[config.mk]
export PLATFORM = sky130hd
export DESIGN_NAME = ebr_bus_ctrl
export DESIGN_NICKNAME = d
export VERILOG_FILES = /design/src/rtl/ebr_pkg.sv /design/src/rtl/ebr_ready_sync.sv /design/src/rtl/ebr_bus_ctrl.sv
export SDC_FILE = /design/constraint.sdc
export NUM_CORES = 1
export LEC_CHECK = 0
export ABC_AREA = 1
export BUFFER_PORTS_ARGS = -buffer_cell sky130_fd_sc_hd__buf_2
export CAP_MARGIN = 20
export CORE_AREA = 3 3 108 89
export CTS_CLUSTER_SIZE = 16
export DETAILED_ROUTE_END_ITERATION = 16
export DIE_AREA = 0 0 111 92
export GPL_ROUTABILITY_DRIVEN = 1
export PLACE_DENSITY = 0.79
export SLEW_MARGIN = 20
export SYNTH_ARGS = -nofsm -noshare
export SYNTH_HDL_FRONTEND = slang
export SYNTH_SLANG_ARGS = --single-unit
[constraint.sdc]
create_clock -name sys_clk_in -period 2.6 [get_ports sys_clk_in]
set_clock_uncertainty 0.05 [all_clocks]
set_input_delay 0.78 -clock sys_clk_in [delete_from_list [all_inputs] [get_ports sys_clk_in]]
set_output_delay 0.78 -clock sys_clk_in [all_outputs]
set_load 0.02 [all_outputs]
[src/rtl/ebr_pkg.sv]
// Package: register map, field positions, reset values and widths
package ebr_pkg;

  // ---------------------------------------------------------------------
  // Register byte addresses on APB
  // ---------------------------------------------------------------------
  localparam logic [7:0] CTRL_OFS   = 8'h00;
  localparam logic [7:0] WAITST_OFS = 8'h04;
  localparam logic [7:0] STATUS_OFS = 8'h08;

  // ---------------------------------------------------------------------
  // Control register field positions
  // ---------------------------------------------------------------------
  localparam int CTRL_MUX_BIT   = 0;  // Multiplexed bus mode
  localparam int CTRL_TRI_BIT   = 1;  // Tristate-time waitstate enable
  localparam int CTRL_RWD_BIT   = 2;  // Read/write command delay
  localparam int CTRL_ASYNC_BIT = 3;  // Ready taken through synchroniser
  localparam int CTRL_W         = 4;

  // ---------------------------------------------------------------------
  // Status register field positions
  // ---------------------------------------------------------------------
  localparam int STAT_REL_BIT   = 0;  // Bus handed to other master
  localparam int STAT_BUSY_BIT  = 1;  // Own bus cycle running
  localparam int STAT_BUS_REGAIN_REQUEST_BIT  = 2;  // Regain request driven
  localparam int STAT_HOLD_BIT  = 3;  // Hold request seen

  // ---------------------------------------------------------------------
  // Widths and reset values
  // ---------------------------------------------------------------------
  localparam int WS_W   = 4;
  localparam int ADDR_W = 16;
  localparam int DATA_W = 16;
  localparam logic [CTRL_W-1:0] CTRL_RST   = 4'h0;
  localparam logic [WS_W-1:0]   WAITST_RST = 4'h0;

  // ---------------------------------------------------------------------
  // Bus cycle states, each lasting at least one output clock period
  // ---------------------------------------------------------------------
  typedef enum logic [3:0] {
    ST_IDLE, ST_ADDR, ST_DLY, ST_WAIT, ST_RDY, ST_MUXW, ST_TRIW,
    ST_REL, ST_REGAIN
  } ebr_state_t;

endpackage : ebr_pkg

[src/rtl/ebr_ready_sync.sv]
// Ready input path: direct or through a two-stage synchroniser
`timescale 1ns/1ps
module ebr_ready_sync (
  input  wire logic sys_clk_in,
  input  wire logic rst_b_in,
  input  wire logic async_sel_in,
  input  wire logic ready_n_in,
  output logic      ready_n_out
);

  logic sync1_ff;
  logic sync2_ff;

  // Two-stage synchroniser, first stage read only by the second
  always_ff @(posedge sys_clk_in or negedge rst_b_in) begin
    if (!rst_b_in) begin
      sync1_ff <= 1'b1;
      sync2_ff <= 1'b1;
    end else begin
      sync1_ff <= ready_n_in;
      sync2_ff <= sync1_ff;
    end
  end

  // Asynchronous ready uses the synchronised copy
  assign ready_n_out = async_sel_in ? sync2_ff : ready_n_in;

endmodule : ebr_ready_sync

[src/rtl/ebr_bus_ctrl.sv]
// External bus controller: ready termination, waitstates, hold arbitration
//
// Contract
// - Ready high at sampling point adds a waitstate; ready low ends cycle.
// - Unsynchronised ready must stay low long enough to be synchronised.
// - Multiplexed mode appends a waitstate; tristate waitstate optional there.
// - Gap is two output clocks muxed with tristate, zero demuxed without.
// - Each cycle is stretched by the programmed memory waitstates.
// - Command leading edge is delayed when read/write delay is set.
// - Hold request waits for the running cycle before acknowledging.
// - Released bus leaves chip selects undriven, pulled high outside.
// - Regaining starts only when hold request goes high.
// - Hold may drop without a regain request; ownership resumes normally.
// - Hold sampled, acknowledge and regain request changed on output clock.
//
// Design decisions made here: register access over APB and the address map.
`timescale 1ns/1ps
module ebr_bus_ctrl (
  input  wire logic                      sys_clk_in,
  input  wire logic                      rst_b_in,
  // APB slave
  input  wire logic                      psel_in,
  input  wire logic                      penable_in,
  input  wire logic                      pwrite_in,
  input  wire logic [7:0]                paddr_in,
  input  wire logic [31:0]               pwdata_in,
  output logic [31:0]                    prdata_out,
  output logic                           pready_out,
  output logic                           pslverr_out,
  // Core request port
  input  wire logic                      req_in,
  input  wire logic                      req_wr_in,
  input  wire logic [ebr_pkg::ADDR_W-1:0] req_addr_in,
  input  wire logic [ebr_pkg::DATA_W-1:0] req_wdata_in,
  output logic                           req_done_out,
  output logic [ebr_pkg::DATA_W-1:0]     req_rdata_out,
  // External bus pins
  output logic                           system_clock_output_out,
  output logic                           chip_select_line_n_out,
  output logic                           chip_select_line_oe_out,
  output logic                           cmd_read_n_out,
  output logic                           cmd_write_n_out,
  output logic                           addr_latch_en_out,
  output logic                           ctrl_oe_out,
  output logic [ebr_pkg::ADDR_W-1:0]     ext_addr_out,
  output logic                           ext_addr_oe_out,
  input  wire logic [ebr_pkg::DATA_W-1:0] ext_data_in,
  output logic [ebr_pkg::DATA_W-1:0]     ext_data_out,
  output logic                           ext_data_oe_out,
  input  wire logic                      ready_n_in,
  input  wire logic                      hold_n_in,
  output logic                           bus_release_acknowledge_n_out,
  output logic                           bus_regain_request_n_out
);

  // -----------------------------------------------------------------------
  // Declarations
  // -----------------------------------------------------------------------
  logic                          rst_s1_ff;
  logic                          rst_s2_ff;
  logic                          phase_ff;
  logic                          step;
  logic [ebr_pkg::CTRL_W-1:0]    ctrl_ff;
  logic [ebr_pkg::WS_W-1:0]      waitst_ff;
  logic [31:0]                   prdata_ff;
  logic                          pslverr_ff;
  ebr_pkg::ebr_state_t           state_ff;
  ebr_pkg::ebr_state_t           nxt_state;
  logic [ebr_pkg::WS_W-1:0]      ws_cnt_ff;
  logic                          wr_ff;
  logic [ebr_pkg::ADDR_W-1:0]    addr_ff;
  logic [ebr_pkg::DATA_W-1:0]    wdata_ff;
  logic [ebr_pkg::DATA_W-1:0]    rdata_ff;
  logic                          done_ff;
  logic                          hold_ff;
  logic                          bus_release_acknowledge_n_ff;
  logic                          bus_regain_request_n_ff;
  logic                          ready_n;
  logic                          setup;
  logic                          cmd_on;
  logic                          released;

  // Address decode, true for mapped word addresses
  function automatic logic mapped(input logic [7:0] a);
    mapped = (a == ebr_pkg::CTRL_OFS) || (a == ebr_pkg::WAITST_OFS) ||
             (a == ebr_pkg::STATUS_OFS);
  endfunction : mapped

  // -----------------------------------------------------------------------
  // Reset release and output clock
  // -----------------------------------------------------------------------
  // Reset released through two flops
  always_ff @(posedge sys_clk_in or negedge rst_b_in) begin
    if (!rst_b_in) begin
      rst_s1_ff <= 1'b0;
      rst_s2_ff <= 1'b0;
    end else begin
      rst_s1_ff <= 1'b1;
      rst_s2_ff <= rst_s1_ff;
    end
  end

  // Output clock is system clock halved; step ends each output period
  always_ff @(posedge sys_clk_in or negedge rst_s2_ff) begin
    if (!rst_s2_ff) begin
      phase_ff <= 1'b0;
    end else begin
      phase_ff <= ~phase_ff;
    end
  end

  assign step                    = phase_ff;
  assign system_clock_output_out = phase_ff;

  // -----------------------------------------------------------------------
  // APB slave
  // -----------------------------------------------------------------------
  assign setup       = psel_in && !penable_in;
  assign pready_out  = 1'b1;
  assign prdata_out  = prdata_ff;
  assign pslverr_out = pslverr_ff;

  // Configuration registers written in the access phase
  always_ff @(posedge sys_clk_in or negedge rst_s2_ff) begin
    if (!rst_s2_ff) begin
      ctrl_ff   <= ebr_pkg::CTRL_RST;
      waitst_ff <= ebr_pkg::WAITST_RST;
    end else if (psel_in && penable_in && pwrite_in) begin
      if (paddr_in == ebr_pkg::CTRL_OFS) begin
        ctrl_ff <= pwdata_in[ebr_pkg::CTRL_W-1:0];
      end
      if (paddr_in == ebr_pkg::WAITST_OFS) begin
        waitst_ff <= pwdata_in[ebr_pkg::WS_W-1:0];
      end
    end
  end

  // Read data and error captured in the setup phase
  always_ff @(posedge sys_clk_in or negedge rst_s2_ff) begin
    if (!rst_s2_ff) begin
      prdata_ff  <= 32'h0000_0000;
      pslverr_ff <= 1'b0;
    end else if (setup) begin
      pslverr_ff <= !mapped(paddr_in);
      prdata_ff  <= 32'h0000_0000;
      case (paddr_in)
        ebr_pkg::CTRL_OFS: begin
          prdata_ff[ebr_pkg::CTRL_W-1:0] <= ctrl_ff;
        end
        ebr_pkg::WAITST_OFS: begin
          prdata_ff[ebr_pkg::WS_W-1:0] <= waitst_ff;
        end
        ebr_pkg::STATUS_OFS: begin
          prdata_ff[ebr_pkg::STAT_REL_BIT]  <= released;
          prdata_ff[ebr_pkg::STAT_BUSY_BIT] <= (state_ff != ebr_pkg::ST_IDLE)
                                               && !released;
          prdata_ff[ebr_pkg::STAT_BUS_REGAIN_REQUEST_BIT] <= !bus_regain_request_n_ff;
          prdata_ff[ebr_pkg::STAT_HOLD_BIT] <= hold_ff;
        end
        default: begin
          prdata_ff <= 32'h0000_0000;
        end
      endcase
    end
  end

  // -----------------------------------------------------------------------
  // Ready input path
  // -----------------------------------------------------------------------
  ebr_ready_sync u_ready_sync (
    .sys_clk_in   (sys_clk_in),
    .rst_b_in     (rst_s2_ff),
    .async_sel_in (ctrl_ff[ebr_pkg::CTRL_ASYNC_BIT]),
    .ready_n_in   (ready_n_in),
    .ready_n_out  (ready_n)
  );

  // -----------------------------------------------------------------------
  // Bus cycle sequencer
  // -----------------------------------------------------------------------
  // Next state, evaluated at the end of each output period
  always_comb begin
    nxt_state = state_ff;
    case (state_ff)
      ebr_pkg::ST_IDLE: begin
        if (hold_ff) begin
          nxt_state = ebr_pkg::ST_REL;
        end else if (req_in) begin
          nxt_state = ebr_pkg::ST_ADDR;
        end
      end
      ebr_pkg::ST_ADDR: begin
        if (ctrl_ff[ebr_pkg::CTRL_RWD_BIT]) begin
          nxt_state = ebr_pkg::ST_DLY;
        end else if (waitst_ff != 4'h0) begin
          nxt_state = ebr_pkg::ST_WAIT;
        end else begin
          nxt_state = ebr_pkg::ST_RDY;
        end
      end
      ebr_pkg::ST_DLY: begin
        nxt_state = (waitst_ff != 4'h0) ? ebr_pkg::ST_WAIT : ebr_pkg::ST_RDY;
      end
      ebr_pkg::ST_WAIT: begin
        if (ws_cnt_ff == 4'h1) begin
          nxt_state = ebr_pkg::ST_RDY;
        end
      end
      ebr_pkg::ST_RDY: begin
        if (!ready_n) begin
          if (ctrl_ff[ebr_pkg::CTRL_MUX_BIT]) begin
            nxt_state = ebr_pkg::ST_MUXW;
          end else if (ctrl_ff[ebr_pkg::CTRL_TRI_BIT]) begin
            nxt_state = ebr_pkg::ST_TRIW;
          end else begin
            nxt_state = ebr_pkg::ST_IDLE;
          end
        end
      end
      ebr_pkg::ST_MUXW: begin
        nxt_state = ctrl_ff[ebr_pkg::CTRL_TRI_BIT] ? ebr_pkg::ST_TRIW
                                                   : ebr_pkg::ST_IDLE;
      end
      ebr_pkg::ST_TRIW: begin
        nxt_state = ebr_pkg::ST_IDLE;
      end
      ebr_pkg::ST_REL: begin
        if (!hold_ff) begin
          nxt_state = ebr_pkg::ST_REGAIN;
        end
      end
      ebr_pkg::ST_REGAIN: begin
        nxt_state = ebr_pkg::ST_IDLE;
      end
      default: begin
        nxt_state = ebr_pkg::ST_IDLE;
      end
    endcase
  end

  // State register, advancing once per output period
  always_ff @(posedge sys_clk_in or negedge rst_s2_ff) begin
    if (!rst_s2_ff) begin
      state_ff <= ebr_pkg::ST_IDLE;
    end else if (step) begin
      state_ff <= nxt_state;
    end
  end

  // Memory waitstate counter, loaded on entry to the wait states
  always_ff @(posedge sys_clk_in or negedge rst_s2_ff) begin
    if (!rst_s2_ff) begin
      ws_cnt_ff <= 4'h0;
    end else if (step) begin
      if (nxt_state == ebr_pkg::ST_WAIT && state_ff != ebr_pkg::ST_WAIT) begin
        ws_cnt_ff <= waitst_ff;
      end else if (state_ff == ebr_pkg::ST_WAIT) begin
        ws_cnt_ff <= ws_cnt_ff - 4'h1;
      end
    end
  end

  // Request captured when the cycle starts
  always_ff @(posedge sys_clk_in or negedge rst_s2_ff) begin
    if (!rst_s2_ff) begin
      wr_ff    <= 1'b0;
      addr_ff  <= 16'h0000;
      wdata_ff <= 16'h0000;
    end else if (step && state_ff == ebr_pkg::ST_IDLE &&
                 nxt_state == ebr_pkg::ST_ADDR) begin
      wr_ff    <= req_wr_in;
      addr_ff  <= req_addr_in;
      wdata_ff <= req_wdata_in;
    end
  end

  // Cycle end: read data latched, one-cycle done pulse
  always_ff @(posedge sys_clk_in or negedge rst_s2_ff) begin
    if (!rst_s2_ff) begin
      rdata_ff <= 16'h0000;
      done_ff  <= 1'b0;
    end else begin
      done_ff <= step && state_ff == ebr_pkg::ST_RDY && !ready_n;
      if (step && state_ff == ebr_pkg::ST_RDY && !ready_n && !wr_ff) begin
        rdata_ff <= ext_data_in;
      end
    end
  end

  assign req_done_out  = done_ff;
  assign req_rdata_out = rdata_ff;

  // -----------------------------------------------------------------------
  // Hold arbitration
  // -----------------------------------------------------------------------
  // Hold sampled and handshake outputs changed once per output period
  always_ff @(posedge sys_clk_in or negedge rst_s2_ff) begin
    if (!rst_s2_ff) begin
      hold_ff   <= 1'b0;
      bus_release_acknowledge_n_ff <= 1'b1;
      bus_regain_request_n_ff <= 1'b1;
    end else if (step) begin
      hold_ff <= !hold_n_in;
      if (nxt_state == ebr_pkg::ST_REL) begin
        bus_release_acknowledge_n_ff <= 1'b0;
      end else begin
        bus_release_acknowledge_n_ff <= 1'b1;
      end
      // Regain request only signals; hold going high does the regain
      bus_regain_request_n_ff <= !(nxt_state == ebr_pkg::ST_REL && req_in);
    end
  end

  assign bus_release_acknowledge_n_out = bus_release_acknowledge_n_ff;
  assign bus_regain_request_n_out      = bus_regain_request_n_ff;

  // -----------------------------------------------------------------------
  // Pin drivers
  // -----------------------------------------------------------------------
  assign released = (state_ff == ebr_pkg::ST_REL);
  assign cmd_on   = (state_ff == ebr_pkg::ST_WAIT) ||
                    (state_ff == ebr_pkg::ST_RDY)  ||
                    (state_ff == ebr_pkg::ST_DLY &&
                     !ctrl_ff[ebr_pkg::CTRL_RWD_BIT]);

  // Released bus: no line driven, chip select left to its pullup
  assign chip_select_line_oe_out = !released;
  assign ctrl_oe_out             = !released;
  assign ext_addr_oe_out         = !released;
  assign chip_select_line_n_out  = !(state_ff == ebr_pkg::ST_ADDR ||
                                     state_ff == ebr_pkg::ST_DLY  ||
                                     state_ff == ebr_pkg::ST_WAIT ||
                                     state_ff == ebr_pkg::ST_RDY);
  assign cmd_read_n_out          = !(cmd_on && !wr_ff);
  assign cmd_write_n_out         = !(cmd_on && wr_ff);
  assign addr_latch_en_out       = (state_ff == ebr_pkg::ST_ADDR) &&
                                   ctrl_ff[ebr_pkg::CTRL_MUX_BIT];
  assign ext_addr_out            = addr_ff;
  assign ext_data_out            = wdata_ff;
  assign ext_data_oe_out         = cmd_on && wr_ff && !released;

endmodule : ebr_bus_ctrl

==> impl_table.tex <==
\begin{tabular}{lr}
\hline
Metric & Value \\
\hline
\multicolumn{2}{l}{\textbf{Run status}} \\
Result of the run & completed \\
\multicolumn{2}{l}{\textbf{Pwr}} \\
Final total power & about 4.9 mW \\
Fraction of power spent switching nets & between 40\% and 50\% \\
Leak pwr & 2.67 nW \\
Net switching power of the design & $\sim$2.1 mW \\
Internal & 2.77 mW \\
Worst IR Drop VDD & around 0.50 mV \\
Flop pwr share & about two fifths \\
Clock group share of total power & 18.0\% \\
Part of the power in combinational logic & 42.8\% \\
Power density relative to cell area & slightly above 1000 mW/mm\^{}2 \\
\multicolumn{2}{l}{\textbf{Placed design}} \\
Count of input and output buffers & approximately 130 \\
Gp weighted congestion & 0.860 \\
Dpl cell area & roughly 0.0045 mm\^{}2 \\
Detail Placement HPWL & just over 7000 um \\
Placed insts & around 680 \\
Post-Place Worst Slack & about 300 ps \\
\multicolumn{2}{l}{\textbf{STA}} \\
Maximum operating frequency & just over 400 MHz \\
Final Critical Period & $\sim$2500 ps \\
Final-report setup violation count & 0 \\
Hold Worst Slack & around 140 ps \\
Setup Total Neg Slack & 0 ps \\
Worst-margin pin slew & 967 ps \\
Endpoints failing hold & 0 \\
Headroom to the max-slew limit & between 30\% and 40\% \\
Fraction of the cycle the final worst path needs & 94.9\% \\
Number of max-slew violations in the final report & 0 \\
Setup repair after global routing missed its margin & no \\
Final critical-path setup slack & between 100 and 150 ps \\
\multicolumn{2}{l}{\textbf{Synthesis}} \\
Per-instance average area after synthesis & 8.83 um\^{}2 \\
Cell types with the largest area share after synthesis & dfrtp\_1, nand2\_1, nand3\_1 \\
Number of synthesis warnings & 0 \\
Part of the Yosys area used for sequential elements & 50.4\% \\
Area of the mapped netlist & 0.00393 mm\^{}2 \\
Library cell occupying the most area in the post-synthesis netlist & dfrtp\_1 \\
Share of the synthesized area in the top cell type & 47.8\% \\
Cell variety after synth & 36 \\
Synthesized netlist cell count & between 400 and 500 \\
Post-synthesis register bit count & 79 \\
\multicolumn{2}{l}{\textbf{GRT}} \\
Antenna violations before repair & 0 \\
First-pass GRT wire length & $\sim$16000 um \\
Via count of the first global-routing pass & 3286 \\
Maximum number of pins on one net before global-route repair & slightly below 80 \\
Tot GR Track Use & 18.8\% \\
Overflow left after global routing & 0 \\
\multicolumn{2}{l}{\textbf{Clocking}} \\
CTS buffer count & 9 \\
Insertion delay to the later sink of the worst-skew pair & 350 ps \\
Clock edge transition at the registers on the reported setup and hold paths & 90 ps \\
Sinks on Clock Net & 79 \\
Number of hold buffers added after cts & 0 \\
CTS HTree Levels & 3 \\
Clock Path Buffers & 2 \\
Clock tree from TritonCTS & done \\
Root buf cell & clkbuf\_8 \\
\multicolumn{2}{l}{\textbf{Drt}} \\
Highest signal layer in the routed design & met4 \\
Number of vias in the routed layout & approximately 3300 \\
Detailed route wirelength on metal2 & 4740 um \\
Final routed wirelength across all metal layers & $\sim$9500 um \\
DR vias/cell & roughly 4.7 \\
Post-route antenna net violation count & 0 \\
Routed met1 length & between 4000 and 5000 um \\
First-pass DRT Iterations & 5 \\
Number of remaining DRC errors & 0 \\
Number of violations reported at the end of detailed-routing iteration 0 & 185 \\
Met3 routed wirelength & approximately 590 um \\
Routed len/inst & around 14 um \\
\multicolumn{2}{l}{\textbf{Layout}} \\
Design area & about 0.0047 mm\^{}2 \\
Filler cell count & roughly 800 \\
Non-filler cells in the finished layout & 695 \\
Post-synthesis to final-layout area growth & 20.6\% \\
Number of nets at the end of the flow & approximately 680 \\
Share of cells above drive strength 1 & roughly a third \\
Final design utilization & between 50 and 60\% \\
Diode insertion count for antenna repair & 0 \\
\multicolumn{2}{l}{\textbf{Setup path}} \\
Arrival time reported for the critical path endpoint & around 1600 ps \\
Required time at the worst-slack endpoint & 1770 ps \\
Critical Path Start Type & register \\
Crit Path Category & reg2out \\
Maximum fanout along the worst path & 7 \\
Critical path origin & state\_ff[0] \\
Reg-to-reg startpoint & ws\_cnt\_ff[1] \\
Kind of capture point of the worst setup path & output pin \\
\multicolumn{2}{l}{\textbf{Die}} \\
Area of the die & about 0.010 mm\^{}2 \\
Die height & 92 um \\
Area of the core region & between 0.008 and 0.009 mm\^{}2 \\
Number of top-level pins & about 190 \\
Die width & between 100 and 150 um \\
Number of standard-cell rows in the floorplan & 30 \\
Initial standard-cell utilization of the core & 46.1\% \\
\multicolumn{2}{l}{\textbf{Worst hold path}} \\
Worst hold path type & in2async \\
\multicolumn{2}{l}{\textbf{Job}} \\
Max cap viols & 0 \\
\hline
\end{tabular}
==> registers in the layout, summed over array words and instances, names as in the netlist, 4 cells and up <==
signal	cells
waitst_ff	4
ctrl_ff	4
req_rdata_out	16
prdata_out	4
ext_addr_out	16
state_ff	4
ws_cnt_ff	4
ext_data_out	16
==> Yosys cell counts <==
| cell type | number |
|---|---|
| or2_2 | 2 |
| dfrtp_1 | 75 |
| inv_1 | 27 |
| nor3_1 | 2 |
| nand3_2 | 2 |
| inv_2 | 6 |
| clkbuf_1 | 1 |
| clkinv_1 | 1 |
| nor2_4 | 2 |
| buf_6 | 5 |
| o21ai_0 | 19 |
| nand4_1 | 1 |
| conb_1 | 2 |
| nand2_1 | 136 |
| xnor2_1 | 1 |
| mux2_2 | 6 |
| nor3b_2 | 1 |
| nor2_2 | 3 |
| nand3_1 | 51 |
| nand2_2 | 4 |
| nor3_2 | 1 |
| buf_2 | 3 |
| a21oi_1 | 4 |
| o21ai_1 | 5 |
| mux2_4 | 10 |
| nor2_1 | 25 |
| nand2_4 | 2 |
| xor2_1 | 1 |
| o211ai_1 | 3 |
| o31ai_1 | 1 |
| nor3_4 | 1 |
| buf_4 | 34 |
| dfstp_2 | 4 |
| and2_4 | 1 |
| ha_1 | 2 |
| o21bai_1 | 1 |
==> final timing paths <==
check                                   end  slack, ps  cells after the start
min in group sys_clk_in           rst_s2_ff        310                      0
min                               rst_s2_ff        140                      1
min reg2reg                       rst_s2_ff        310                      0
max                         cmd_write_n_out        130                      9
max reg2reg                ext_data_out[14]        590                     11
max in group asynchronous       state_ff[1]       1380                      0
==> power by group through the flow <==
stage / registers, mW / clock network, mW / logic (mW)
floorplan: 2.35 / 0 / 0.976
global placement: 1.90 / 0 / 2.02
detailed placement: 1.93 / 0 / 2.07
CTS: 1.91 / 0.909 / 2.07
global route: 1.97 / 0.964 / 2.28
finish: 1.91 / 0.878 / 2.08
==> what timing repair did <==
| item | 4_1_cts | 5_1_grt |
|---|---|---|
| setup buffers | 0 | 2 |
| endpoints found under the setup margin | 0 | 2 |
| gates resized for setup | 0 | 3 |
==> final cells by class <==
cell class                 instances  area, um^2  area share (%)
tap                              112         140            2.96
clock buffer                      10         138            2.90
multi-input combinational        317        1600            33.8
sequential                        79        1990            41.9
clock inverter                     6        52.6            1.11
timing repair buffer             137         696            14.7
inverter                          34         128            2.69
==> layer usage <==
metal  track usage (%)  vias up
met5                 0        -
met2              31.9      132
met3              5.34       16
met4              6.05        0
met1              23.3     1534
li1                  -     1617
==> cell families (layout without fill, tap and decap cells) <==
logic type	count (synthesis)	in the layout	share of synthesized area (%)
fa+ha+maj	2	2	0.637
mux	16	16	5.54
buf+inv	77	187	11.7
simple gates	234	234	26.6
xor+xnor	2	2	0.446
other cells	2	30	0.191
flops	79	79	50.4
compound gates	33	33	4.52
==> worst max-delay path, stage by stage (launching register included) <==
cell     delay, ps
dfrtp_1        420
inv_2          130
nand2_2        100
nor2_4         150
inv_2           60
nand2_1         70
nor2_1          50
nor2_2         120
inv_1           50
buf_2          150
==> layout by cell type (no fill, tap or decap), types with 5 or more instances in the layout <==
cell,count
mux2_4,10
nand2_1,136
dfrtp_1,73
mux2_2,6
o21ai_1,5
nand3_1,51
nor2_2,5
o21ai_0,19
inv_1,27
conb_1,30
buf_2,133
nor2_1,23
clkbuf_8,10
inv_2,6
Note: power is estimated with default switching activity, not from simulation.
